--- config.mk ---
export PLATFORM = sky130hd
export DESIGN_NAME = rvmc_core
export DESIGN_NICKNAME = d
export VERILOG_FILES = /design/src/rtl/rvmc_pkg.sv /design/src/rtl/rvmc_core.sv
export SDC_FILE = /design/constraint.sdc
export NUM_CORES = 1
export LEC_CHECK = 0
export BUFFER_PORTS_ARGS = -buffer_cell sky130_fd_sc_hd__clkbuf_2
export CAP_MARGIN = 30
export CORE_MARGIN = 3
export CORE_UTILIZATION = 30
export CTS_BUF_LIST = sky130_fd_sc_hd__clkbuf_16
export DETAILED_ROUTE_END_ITERATION = 8
export SLEW_MARGIN = 20
export SYNTH_ARGS = -nofsm -noshare
export SYNTH_HDL_FRONTEND = slang
export SYNTH_SLANG_ARGS = --single-unit
--- constraint.sdc ---
create_clock -name core_clk_i -period 3.2 [get_ports core_clk_i]
set_input_delay 0.32 -clock core_clk_i [delete_from_list [all_inputs] [get_ports core_clk_i]]
set_output_delay 0.32 -clock core_clk_i [all_outputs]
set_load 0.02 [all_outputs]
--- src/rtl/rvmc_pkg.sv ---
// package for the reset and voltage monitor control block
// assumes one 10 MHz core clock and an 8-bit plain register port
`default_nettype none

package rvmc_pkg;

  // core clock
  localparam int unsigned CLK_PERIOD_NS = 100;

  // register port widths
  localparam int unsigned ADDR_W = 4;
  localparam int unsigned DATA_W = 8;

  // register indices
  localparam logic [3:0] ADDR_PROTECT   = 4'h0;
  localparam logic [3:0] ADDR_PMODE0    = 4'h1;
  localparam logic [3:0] ADDR_PMODE1    = 4'h2;
  localparam logic [3:0] ADDR_DET_STAT  = 4'h3;
  localparam logic [3:0] ADDR_DET_EN    = 4'h4;
  localparam logic [3:0] ADDR_L1_CTRL   = 4'h5;
  localparam logic [3:0] ADDR_L2_CTRL   = 4'h6;

  // field positions
  localparam int unsigned PROT_MON_WE_BIT   = 3;
  localparam int unsigned PM0_SW_RESET_BIT  = 3;
  localparam int unsigned PM1_WDT_RESET_BIT = 2;
  localparam int unsigned STAT_L2_CMP_BIT   = 3;
  localparam int unsigned EN_DET1_BIT       = 6;
  localparam int unsigned EN_DET2_BIT       = 7;
  localparam int unsigned MC_ENABLE_BIT     = 0;
  localparam int unsigned MC_FILT_DIS_BIT   = 1;
  localparam int unsigned MC_FLAG_BIT       = 2;
  localparam int unsigned MC_AUX_BIT        = 3;
  localparam int unsigned MC_DIV_LSB        = 4;
  localparam int unsigned MC_MODE_BIT       = 6;
  localparam int unsigned MC_EDGE_BIT       = 7;

  // reset values
  localparam logic [7:0] RST_PROTECT = 8'h00;
  localparam logic [7:0] RST_PMODE1  = 8'h00;
  localparam logic [7:0] RST_DET_EN  = 8'h00;
  localparam logic [7:0] RST_L1_CTRL = 8'h80;
  localparam logic [7:0] RST_L2_CTRL = 8'h80;
  localparam logic [7:0] READ_ZERO   = 8'h00;

  // timing
  localparam int unsigned SETTLE_DELAY_NS  = 100000;
  localparam int unsigned SETTLE_CYCLES    =
    (SETTLE_DELAY_NS + CLK_PERIOD_NS - 1) / CLK_PERIOD_NS;
  localparam int unsigned L1_RELEASE_TICKS = 32;
  localparam int unsigned FILTER_SAMPLES   = 4;
  localparam int unsigned RESET_HOLD       = 16;

  typedef enum logic [2:0] {
    RVMC_RUN  = 3'b001,
    RVMC_HOLD = 3'b010,
    RVMC_L1   = 3'b100
  } rvmc_state_t;

endpackage

`default_nettype wire

--- src/rtl/rvmc_core.sv ---
// reset source combining and supply voltage detector control
// assumes async comparator levels, a same-clock low-speed oscillator tick
// and a same-clock watchdog underflow pulse
`default_nettype none

////////////////////////////////////////////////////////////////////////////////
// Summary of operation
// - level-two falling crossing in reset mode resets pins, cpu and registers.
// - every internal reset reselects low-speed oscillator divided by eight.
// - internal ram is never cleared by these resets.
// - watchdog underflow resets the chip when watchdog reset select is 1.
// - writing 1 to the software reset bit resets the chip.
// - detector one has no readable result; detector two has a status bit.
// - level-one reset holds while supply is low, releases after recovery.
// - filtered level-two requests both crossings; unfiltered only selected one.
// - level-two compare status reads 1 while detector two is disabled.
// - a detector ignores its input until the settle delay after enabling.
// - detect status and enable registers survive internal resets.
// - rewriting a monitor control register may set its flag; software clears.
// - level-one monitor enable acts only while detector one is enabled.
// - level-two monitor enable acts only while detector two is enabled.
// - writing 0 clears the level-two flag, writing 1 leaves it.
// - level-two edge select acts only with the filter disabled.
// - level-two flag and aux status survive internal resets.
// - level-one monitor control survives internal resets.
// - filter needs four sampling clock cycles before a level is trusted.
module rvmc_core
  import rvmc_pkg::*;
#(
  parameter int unsigned SETTLE_CNT = SETTLE_CYCLES,
  parameter int unsigned HOLD_CNT   = RESET_HOLD
) (
  // clock and power-on reset
  input  wire logic              core_clk_i,
  input  wire logic              rst_i,
  // register port
  input  wire logic [ADDR_W-1:0] reg_addr_i,
  input  wire logic [DATA_W-1:0] reg_wdata_i,
  input  wire logic              reg_wr_i,
  input  wire logic              reg_rd_i,
  output logic      [DATA_W-1:0] reg_rdata_o,
  // analog comparators, high while supply is above threshold
  input  wire logic              cmp_one_above_i,
  input  wire logic              cmp_two_above_i,
  // timing and watchdog
  input  wire logic              low_speed_osc_tick_i,
  input  wire logic              wdt_underflow_i,
  // system side
  output logic                   sys_reset_o,
  output logic                   cpu_clk_default_o,
  output logic                   level_two_irq_o
);

  localparam int unsigned CW = $clog2(SETTLE_CNT + 1);
  localparam int unsigned HW = $clog2(HOLD_CNT + 1);
  localparam logic [CW-1:0] SETTLE_LOAD = CW'(SETTLE_CNT);
  localparam logic [HW-1:0] HOLD_LOAD   = HW'(HOLD_CNT);
  localparam logic [5:0]    L1_TICKS    = 6'(L1_RELEASE_TICKS);
  localparam logic [1:0]    FILT_LAST   = 2'(FILTER_SAMPLES - 1);

  // sampling mask for divide-by-n, n = 1, 2, 4, 8
  function automatic logic [2:0] div_mask(input logic [1:0] sel);
    case (sel)
      2'h0:    div_mask = 3'h0;
      2'h1:    div_mask = 3'h1;
      2'h2:    div_mask = 3'h3;
      default: div_mask = 3'h7;
    endcase
  endfunction

  //////////////////////////////////////////////////////////////////////////////
  // registers

  logic [7:0]  protect_reg;
  logic [7:0]  processor_mode_reg_one;
  logic [7:0]  detect_enable_reg;
  logic [7:0]  level_one_monitor_ctrl;
  logic [7:0]  level_two_monitor_ctrl;
  logic        int_reset;
  logic        mon_we;
  logic        wr_prot;
  logic        wr_pm0;
  logic        wr_pm1;
  logic        wr_en;
  logic        wr_l1;
  logic        wr_l2;
  logic [1:0]  det_en;
  logic [1:0]  filt_dis;
  logic [1:0]  ready;
  logic [1:0]  rearm;
  logic [1:0]  rise_ev;
  logic [1:0]  fall_ev;
  logic [1:0]  level;
  logic [1:0]  raw;
  logic [1:0]  cmp_in;
  logic [1:0]  div_sel [0:1];
  logic        l1_active;
  logic        l2_active;
  logic        l2_event;
  logic        l1_event;
  logic        l2_reset_req;
  logic        sw_reset_req;
  logic        wdt_reset_req;
  logic        reset_req;
  logic        level_two_compare_status;

  assign mon_we  = protect_reg[PROT_MON_WE_BIT];
  assign wr_prot = reg_wr_i && (reg_addr_i == ADDR_PROTECT);
  assign wr_pm0  = reg_wr_i && (reg_addr_i == ADDR_PMODE0);
  assign wr_pm1  = reg_wr_i && (reg_addr_i == ADDR_PMODE1);
  assign wr_en   = reg_wr_i && mon_we && (reg_addr_i == ADDR_DET_EN);
  assign wr_l1   = reg_wr_i && mon_we && (reg_addr_i == ADDR_L1_CTRL);
  assign wr_l2   = reg_wr_i && mon_we && (reg_addr_i == ADDR_L2_CTRL);

  // protect and mode registers are ordinary and clear on any reset
  always_ff @(posedge core_clk_i) begin
    if (rst_i || int_reset) begin
      protect_reg            <= RST_PROTECT;
      processor_mode_reg_one <= RST_PMODE1;
    end else begin
      if (wr_prot) begin
        protect_reg <= reg_wdata_i;
      end
      if (wr_pm1) begin
        processor_mode_reg_one <= reg_wdata_i;
      end
    end
  end

  // detector enables only clear on power-on reset
  always_ff @(posedge core_clk_i) begin
    if (rst_i) begin
      detect_enable_reg <= RST_DET_EN;
    end else if (wr_en) begin
      detect_enable_reg <= reg_wdata_i;
    end
  end

  // a level-one write stores its flag bit as written, a level-two write can only
  // clear its flag; software still clears after a rewrite because a crossing can land during the write
  always_ff @(posedge core_clk_i) begin
    if (rst_i) begin
      level_one_monitor_ctrl <= RST_L1_CTRL;
    end else begin
      if (wr_l1) begin
        level_one_monitor_ctrl <= reg_wdata_i;
      end
      if (l1_event) begin
        level_one_monitor_ctrl[MC_FLAG_BIT] <= 1'b1;
      end
    end
  end

  always_ff @(posedge core_clk_i) begin
    if (rst_i) begin
      level_two_monitor_ctrl <= RST_L2_CTRL;
    end else begin
      if (wr_l2) begin
        level_two_monitor_ctrl <= {reg_wdata_i[7:MC_FLAG_BIT+1],
                                   level_two_monitor_ctrl[MC_FLAG_BIT]
                                   & reg_wdata_i[MC_FLAG_BIT],
                                   reg_wdata_i[MC_FLAG_BIT-1:0]};
      end
      // set wins over a clearing write in the same cycle
      if (l2_event) begin
        level_two_monitor_ctrl[MC_FLAG_BIT] <= 1'b1;
      end
    end
  end

  //////////////////////////////////////////////////////////////////////////////
  // per-detector synchroniser, settle delay and digital filter

  assign det_en     = {detect_enable_reg[EN_DET2_BIT],
                       detect_enable_reg[EN_DET1_BIT]};
  assign filt_dis   = {level_two_monitor_ctrl[MC_FILT_DIS_BIT],
                       level_one_monitor_ctrl[MC_FILT_DIS_BIT]};
  assign div_sel[0] = level_one_monitor_ctrl[MC_DIV_LSB+1:MC_DIV_LSB];
  assign div_sel[1] = level_two_monitor_ctrl[MC_DIV_LSB+1:MC_DIV_LSB];
  assign cmp_in     = {cmp_two_above_i, cmp_one_above_i};
  // a 0 to 1 write of filter disable drops the stale filter state
  assign rearm      = {wr_l2 && !filt_dis[1] && reg_wdata_i[MC_FILT_DIS_BIT],
                       wr_l1 && !filt_dis[0] && reg_wdata_i[MC_FILT_DIS_BIT]};

  for (genvar d = 0; d < 2; d++) begin : g_det
    logic          sync_a;
    logic          sync_b;
    logic          en_q;
    logic [CW-1:0] settle;
    logic [2:0]    div_cnt;
    logic [1:0]    agree;
    logic          filt;
    logic          samp_en;

    assign samp_en = low_speed_osc_tick_i
                     && ((div_cnt & div_mask(div_sel[d])) == 3'h0);

    always_ff @(posedge core_clk_i) begin
      if (rst_i) begin
        sync_a <= 1'b1;
        sync_b <= 1'b1;
      end else begin
        sync_a <= cmp_in[d];
        sync_b <= sync_a;
      end
    end

    // counting starts again on every 0 to 1 change of the enable
    always_ff @(posedge core_clk_i) begin
      if (rst_i) begin
        en_q   <= 1'b0;
        settle <= '0;
      end else begin
        en_q <= det_en[d];
        if (!det_en[d]) begin
          settle <= '0;
        end else if (!en_q) begin
          settle <= SETTLE_LOAD;
        end else if (settle != '0) begin
          settle <= settle - CW'(1);
        end
      end
    end

    assign ready[d] = det_en[d] && en_q && (settle == '0);

    always_ff @(posedge core_clk_i) begin
      if (rst_i) begin
        div_cnt <= 3'h0;
      end else if (low_speed_osc_tick_i) begin
        div_cnt <= div_cnt + 3'h1;
      end
    end

    // filtered level moves only after four samples in a row disagree
    always_ff @(posedge core_clk_i) begin
      if (rst_i) begin
        filt        <= 1'b1;
        agree       <= 2'h0;
        rise_ev[d]  <= 1'b0;
        fall_ev[d]  <= 1'b0;
      end else begin
        rise_ev[d] <= 1'b0;
        fall_ev[d] <= 1'b0;
        if (!ready[d] || rearm[d]) begin
          filt  <= sync_b;
          agree <= 2'h0;
        end else if (filt_dis[d]) begin
          filt       <= sync_b;
          agree      <= 2'h0;
          rise_ev[d] <= sync_b && !filt;
          fall_ev[d] <= !sync_b && filt;
        end else if (samp_en) begin
          if (sync_b == filt) begin
            agree <= 2'h0;
          end else if (agree == FILT_LAST) begin
            filt       <= sync_b;
            agree      <= 2'h0;
            rise_ev[d] <= sync_b;
            fall_ev[d] <= !sync_b;
          end else begin
            agree <= agree + 2'h1;
          end
        end
      end
    end

    assign level[d] = filt;
    assign raw[d]   = sync_b;
  end

  //////////////////////////////////////////////////////////////////////////////
  // detection events and reset requests

  assign l1_active = level_one_monitor_ctrl[MC_ENABLE_BIT]
                     && ready[0];
  assign l2_active = level_two_monitor_ctrl[MC_ENABLE_BIT]
                     && ready[1];
  assign l1_event  = l1_active && fall_ev[0];

  // edge select only counts with the filter off
  always_comb begin
    l2_event = 1'b0;
    if (l2_active) begin
      if (filt_dis[1]) begin
        l2_event = level_two_monitor_ctrl[MC_EDGE_BIT] ? fall_ev[1]
                                                       : rise_ev[1];
      end else begin
        l2_event = fall_ev[1] || rise_ev[1];
      end
    end
  end

  // software is expected to pick the falling edge in reset mode
  assign l2_reset_req  = l2_event
                         && level_two_monitor_ctrl[MC_MODE_BIT]
                         && !level[1];
  assign sw_reset_req  = wr_pm0 && reg_wdata_i[PM0_SW_RESET_BIT];
  assign wdt_reset_req = wdt_underflow_i
                         && processor_mode_reg_one[PM1_WDT_RESET_BIT];
  assign reset_req     = l2_reset_req || sw_reset_req || wdt_reset_req;

  always_ff @(posedge core_clk_i) begin
    if (rst_i) begin
      level_two_irq_o <= 1'b0;
    end else begin
      level_two_irq_o <= l2_event
                         && !level_two_monitor_ctrl[MC_MODE_BIT];
    end
  end

  //////////////////////////////////////////////////////////////////////////////
  // reset sequencer

  rvmc_state_t   state;
  logic [HW-1:0] hold_cnt;
  logic [5:0]    tick_cnt;

  // level-one low supply takes priority over a running hold
  always_ff @(posedge core_clk_i) begin
    if (rst_i) begin
      state    <= RVMC_RUN;
      hold_cnt <= '0;
      tick_cnt <= 6'h00;
    end else begin
      case (state)
        RVMC_RUN: begin
          if (l1_active && !level[0]) begin
            state    <= RVMC_L1;
            tick_cnt <= 6'h00;
          end else if (reset_req) begin
            state    <= RVMC_HOLD;
            hold_cnt <= HOLD_LOAD;
          end
        end
        RVMC_HOLD: begin
          if (l1_active && !level[0]) begin
            state    <= RVMC_L1;
            tick_cnt <= 6'h00;
          end else if (hold_cnt <= HW'(1)) begin
            state    <= RVMC_RUN;
            hold_cnt <= '0;
          end else begin
            hold_cnt <= hold_cnt - HW'(1);
          end
        end
        RVMC_L1: begin
          // released after 32 oscillator ticks above the threshold
          if (!raw[0]) begin
            tick_cnt <= 6'h00;
          end else if (tick_cnt == L1_TICKS) begin
            state    <= RVMC_HOLD;
            hold_cnt <= HOLD_LOAD;
          end else if (low_speed_osc_tick_i) begin
            tick_cnt <= tick_cnt + 6'h01;
          end
        end
        default: begin
          state <= RVMC_RUN;
        end
      endcase
    end
  end

  // internal ram has no reset path here, so a write cut short stays corrupt
  assign int_reset         = (state != RVMC_RUN);
  assign sys_reset_o       = int_reset;
  // clock controller loads low-speed oscillator / 8 while this is high
  assign cpu_clk_default_o = int_reset || rst_i;

  //////////////////////////////////////////////////////////////////////////////
  // read path

  // compare status only means something once detector two has settled
  assign level_two_compare_status = det_en[1] ? raw[1] : 1'b1;

  always_ff @(posedge core_clk_i) begin
    if (rst_i) begin
      reg_rdata_o <= READ_ZERO;
    end else if (reg_rd_i) begin
      if (reg_addr_i == ADDR_PROTECT) begin
        reg_rdata_o <= protect_reg;
      end else if (reg_addr_i == ADDR_PMODE1) begin
        reg_rdata_o <= processor_mode_reg_one;
      end else if (reg_addr_i == ADDR_DET_STAT) begin
        reg_rdata_o <= READ_ZERO
                       | (8'(level_two_compare_status) << STAT_L2_CMP_BIT);
      end else if (reg_addr_i == ADDR_DET_EN) begin
        reg_rdata_o <= detect_enable_reg;
      end else if (reg_addr_i == ADDR_L1_CTRL) begin
        reg_rdata_o <= level_one_monitor_ctrl;
      end else if (reg_addr_i == ADDR_L2_CTRL) begin
        reg_rdata_o <= level_two_monitor_ctrl;
      end else begin
        reg_rdata_o <= READ_ZERO;
      end
    end else begin
      reg_rdata_o <= READ_ZERO;
    end
  end

endmodule

`default_nettype wire

==> results of run 1 <==
-- worst max-delay path, cell delays in order (launching register included) --
cell and delay [ps]:
dfxtp_1 330, inv_1 120, ha_1 180, or4b_1 490
or3_1 470, o41a_1 510, or4_1 480, a21oi_1 150
-- per-stage QoR --
stage	cells	hold WS (ps)	utilization [%]	setup slack [ps]	cell area, sq um
after floorplan	558	389	-	604	4830
after detailed placement	785	396	33.8	435	5240
after CTS	801	145	35.7	408	5530
final	801	151	35.7	400	5530
after global placement	785	400	33.8	509	5240
after global routing	801	148	35.7	254	5530
-- final timing paths --
path              slack, ps  depth (start not counted)                            start                          to
setup / recovery        400                          7  g_det[1].settle[0]$_SDFFE_PP0P_    hold_cnt[1]$_SDFFE_PP0P_
hold / removal          150                          2                  cmp_one_above_i  g_det[0].sync_a$_SDFF_PP1_
setup reg to reg        400                          7  g_det[1].settle[0]$_SDFFE_PP0P_    hold_cnt[1]$_SDFFE_PP0P_
hold reg to reg         410                          1       g_det[0].sync_a$_SDFF_PP1_  g_det[0].sync_b$_SDFF_PP1_
-- cells in the mapped netlist, drive strengths merged, types with 8 or more instances --
library cell  number  share of area [%]
nand2             61                4.8
o21ai             17                1.8
a21oi             49                5.1
nand2b             8                1.0
nand3             29                3.0
nor3               9               0.93
dfxtp            104                 43
ha                15                3.9
clkbuf            21                1.6
xor2               9                1.6
nor2              63                4.9
inv               22                1.7
mux2i             38                7.9
nor4               8                1.0
-- cells by family (layout without fill, tap and decap cells) --
logic type               Yosys count  in the layout  share of synthesized area (%)
AO/OA/AOI/OAI                    119            119                           16.1
XOR/XNOR                          14             14                           2.54
adder cells (fa/ha/maj)           15             15                           3.89
buffers and inverters             47             79                           3.83
flip-flops                       104            104                           43.1
multiplexers                      39             39                           8.11
AND/OR/NAND/NOR                  220            220                           22.4
-- layout make-up --
type	count	share of cell area, %
clock buffers	9	4.07
clock inverters	7	1.24
inverters	22	1.49
multi-input cells	407	46.6
flip-flops and latches	104	37.6
well taps	211	4.77
repair buffers	41	4.21
-- metal layers --
metal | part of all wire, % | global-route usage [%]
met1 | 46 | 16.3
met2 | 47 | 20.8
met3 | 4.4 | 2.55
met4 | 2.7 | 6.52
met5 | 0 | 0
-- power by group --
| group | switching, uW | internal [uW] |
|---|---|---|
| clock network | 494 | 607 |
| registers | 26.3 | 1320 |
| logic | 226 | 144 |
| total | 746 | 2070 |
==> impl_metrics.tcl, run 1 <==
set metrics [dict create \
    multi_input_area_sq_um 2570 \
    dieHeight_um 133 \
    finalSetupViolCount 0 \
    fp-row-count 45 \
    max_freq_ghz 0.357 \
    fin_total_pwr_uw 2820 \
    avgSynthCellArea_sq_um 8.66 \
    grt_pass1_vias 3824 \
    cts_root_buf "clkbuf_16" \
    clock_path_buffers 2 \
    ant_nets 0 \
    clk_pin_slew_ps 70 \
    final_cell_mix "dfxtp_1, nor2_1, nand2_1" \
    vias_per_cell 5.17 \
    yosysUniqueCellTypes 62 \
    tightestPinTransition_ps 750 \
    cp_data_arrival_time_ps 3080 \
    wire_per_inst_um 14.2 \
    async_flop_share_pct 0 \
    synth-edff-count 0 \
    wl_mm 11.4 \
    port_buffers 30 \
    gp_congestion 0.821 \
    synthCells 558 \
    maxCapViolations 0 \
    area_delta_synth_final_pct 14.5 \
    grt_pass1_wl_mm 18.6 \
    crit_path_end_kind "register" \
    final.min_clock_period_ps 2800 \
    cp_max_fo 9 \
    numCtsBuffers 9 \
    initial_core_util_pct 31.2 \
    fin_tns_setup_ps 0 \
    dp_hpwl_mm 8.22 \
    slew_headroom_pct 49.6 \
    synth_fp_nets 593 \
    outcome "completed" \
    crit_path_start_kind "register" \
    rsz0062_at_grt "false" \
    hp-class "in2reg" \
    powerDensity_nw_per_um2 510 \
    ir_drop_mv 0.307 \
    grt_max_degree 39 \
    tritoncts "built" \
    seq_area_frac_synth_pct 43.1 \
    die_w_um 133 \
    fin_skew_ps 14.6 \
    grt-ovfl-total 0 \
    worstSetupPathType "reg2reg" \
    synth_warnings 0 \
    fillers 1600 \
    clock_latency_ps 360 \
    antenna_cells 0 \
    drt_first_pass_iters 5 \
    ys_seq_elements 104 \
    final_common_cell "dfxtp_1" \
    post-route-drc-count 0 \
    largest_reg_flops 20 \
    regMostFlops "g_det.settle" \
    io_pins 31 \
    drive_gt1_share_pct 11.7 \
    min_period_over_period_pct 87.5 \
    dieArea_sq_um 17700 \
    cts_sinks 104 \
    hold_buffers 0 \
    track_usage_pct 12.9 \
    htree_levels 3 \
    nNetsFinal 620 \
    hold_violations 0 \
    core-area_sq_um 15500 \
    report.final.slew_viol_count 0 \
    syn_area_sq_um 4830 \
    postCtsSetupBuffers 0 \
    antenna_found_initial 0 \
    register_area_sq_um 2080 \
    yosys_most_used_dff "dfxtp_1" \
    cts.repair.resized 0 \
    cp_data_required_time_ps 3480 \
    drt_iter0_markers 308 \
    routed-via-count 4141 \
    power.leakage_uw 0.00213 \
]
Power figures use the tool's default switching activity.
==> inputs of run 2 (changes only) <==
CORE_UTILIZATION = 40   (was 30)
==> run 2 against run 1 <==
  * Final cell count decreased by 8.5%
  * Total power up 2.9%
  * Count of clock-buffer cells in the layout unchanged
  * Fmax barely moved
  * Die area decreased by 24%
  * Worst hold slack worse by 4.5 ps
  * Global-route usage increased by 4.2 points
  * Routed wire length shrank 2.7%
  * Sequential power hardly changed
  * Via count is 1.2% lower
  * Sequential share of layout area increased by 0.42 points
  * Non-clock buffer count unchanged
  * Highest routed layer unchanged
==> impl_metrics.tcl, run 2 (synthesis gave the netlist of run 1 again) <==
set metrics [dict create \
    outcome "completed" \
    wire_per_inst_um 15.1 \
    core-area_sq_um 11600 \
    drive_gt1_share_pct 11.7 \
    dieHeight_um 116 \
    gp_congestion 0.855 \
    cp_data_arrival_time_ps 3080 \
    dieArea_sq_um 13400 \
    slew_headroom_pct 51.6 \
    path_cells "inv_1, ha_1, or4b_1, or3_1, o41a_1, or4_1, a21oi_1" \
    cts_sinks 104 \
    tritoncts "built" \
    area_delta_synth_final_pct 13.2 \
    grt-ovfl-total 0 \
    finalSetupViolCount 0 \
    final_common_cell "dfxtp_1" \
    nNetsFinal 620 \
    antenna_found_initial 0 \
    hold_buffers 0 \
    powerDensity_nw_per_um2 530 \
    vias_per_cell 5.58 \
    crit-reg2reg-launch "g_det[1].settle[0]$_SDFFE_PP0P_" \
    rsz0062_at_grt "false" \
    ant_nets 0 \
    whs_path_depth 2 \
    track_usage_pct 17.1 \
    cp_max_fo 9 \
    drt_iter0_markers 246 \
    htree_levels 3 \
    fin_skew_ps 9.53 \
    ir_drop_mv 0.469 \
    drt_first_pass_iters 5 \
    fin_tns_setup_ps 0 \
    ff2ff_path_depth 7 \
    grt_max_degree 43 \
    routed-via-count 4090 \
    cts_root_buf "clkbuf_16" \
    fp-row-count 39 \
    hold_violations 0 \
    path_buf_inv 1 \
    post-route-drc-count 0 \
    antenna_cells 0 \
    reg2reg_to "hold_cnt[1]$_SDFFE_PP0P_" \
    min_to "g_det[1].sync_a$_SDFF_PP1_" \
    final_cell_mix "dfxtp_1, nor2_1, nand2_1" \
    clock_path_buffers 2 \
    clk_pin_slew_ps 70 \
    dp_hpwl_mm 7.99 \
    cpPeakStageDelay_ps 520 \
    clock_latency_ps 360 \
    crit_path_end_kind "register" \
    grt_pass1_wl_mm 18.3 \
    hp-class "in2reg" \
    wl_mm 11.1 \
    cp_data_required_time_ps 3480 \
    numCtsBuffers 9 \
    regMostFlops "g_det.settle" \
    hp-start "cmp_two_above_i" \
    power.leakage_uw 0.00214 \
    report.final.slew_viol_count 0 \
    cpLargestDelayFamily "simple AND/OR/NAND/NOR gates" \
    max_freq_ghz 0.357 \
    port_buffers 30 \
    rrSetupSlack_ps 400 \
    largest_reg_flops 20 \
    maxCapViolations 0 \
    postCtsSetupBuffers 0 \
    io_pins 31 \
    grt_pass1_vias 3764 \
    placed_cells 717 \
    worstSetupPathType "reg2reg" \
    final.min_clock_period_ps 2800 \
    die_w_um 116 \
    min_period_over_period_pct 87.4 \
    hold_ws_ps 146 \
    fillers 1163 \
    cts.repair.resized 0 \
    initial_core_util_pct 41.6 \
    fin_cells 733 \
    critPathSlowestCell "o41a_1" \
    tightestPinTransition_ps 708 \
    crit_path_start_kind "register" \
]
## run 2: cell types whose count changed in the layout (fill, tap and decap cells not counted), sizes merged
| cell | change |
|---|---|
| bufinv | +1 |
| clkinv | -1 |
| clkinvlp | +1 |
| inv | -1 |
## run 2: cell type report
| type | instances | area, sq um | area share (%) |
|---|---|---|---|
| well taps | 143 | 179 | 3.27 |
| clock buffers | 9 | 225 | 4.12 |
| repair buffers | 41 | 233 | 4.26 |
| clock inverters | 7 | 92.6 | 1.69 |
| multi-input cells | 407 | 2570 | 47.1 |
| inverters | 22 | 82.6 | 1.51 |
| flip-flops and latches | 104 | 2080 | 38.1 |
## run 2: per-layer routing
metal	up-vias	track usage, %	wire, um
li1	2064	-	-
met1	1941	22.7	5360
met2	72	27.2	5080
met3	13	4.70	488
met4	0	5.26	154
met5	-	0	0
## run 2: worst max path at each step
stage	startpoint	to	slack, ps	depth (start not counted)
floorplan	g_det[0].settle[0]$_SDFFE_PP0P_	tick_cnt[5]$_SDFFE_PP0P_	600	7
global placement	g_det[1].settle[0]$_SDFFE_PP0P_	hold_cnt[1]$_SDFFE_PP0P_	520	7
detailed placement	g_det[1].settle[0]$_SDFFE_PP0P_	hold_cnt[1]$_SDFFE_PP0P_	430	7
CTS	g_det[1].settle[0]$_SDFFE_PP0P_	hold_cnt[1]$_SDFFE_PP0P_	400	7
global route	g_det[1].settle[0]$_SDFFE_PP0P_	hold_cnt[1]$_SDFFE_PP0P_	310	7
finish	g_det[1].settle[0]$_SDFFE_PP0P_	hold_cnt[1]$_SDFFE_PP0P_	400	7
## run 2: where the power goes
group / switching (uW) / leakage, uW / total, uW / internal [uW]
clock network: 498 / 0.000152 / 1180 / 686
logic: 229 / 0.00114 / 368 / 139
registers: 27.1 / 0.000840 / 1350 / 1320
## run 2: metrics by stage
step / cell area [sq um] / util (%) / setup WS, ps / power (uW)
floorplan: 4830 / - / 604 / 1620
CTS: 5470 / 47.1 / 403 / 2920
global route: 5470 / 47.1 / 305 / 3030
global placement: 5150 / 44.4 / 516 / 1740
detailed placement: 5150 / 44.4 / 431 / 1740
finish: 5470 / 47.1 / 403 / 2900
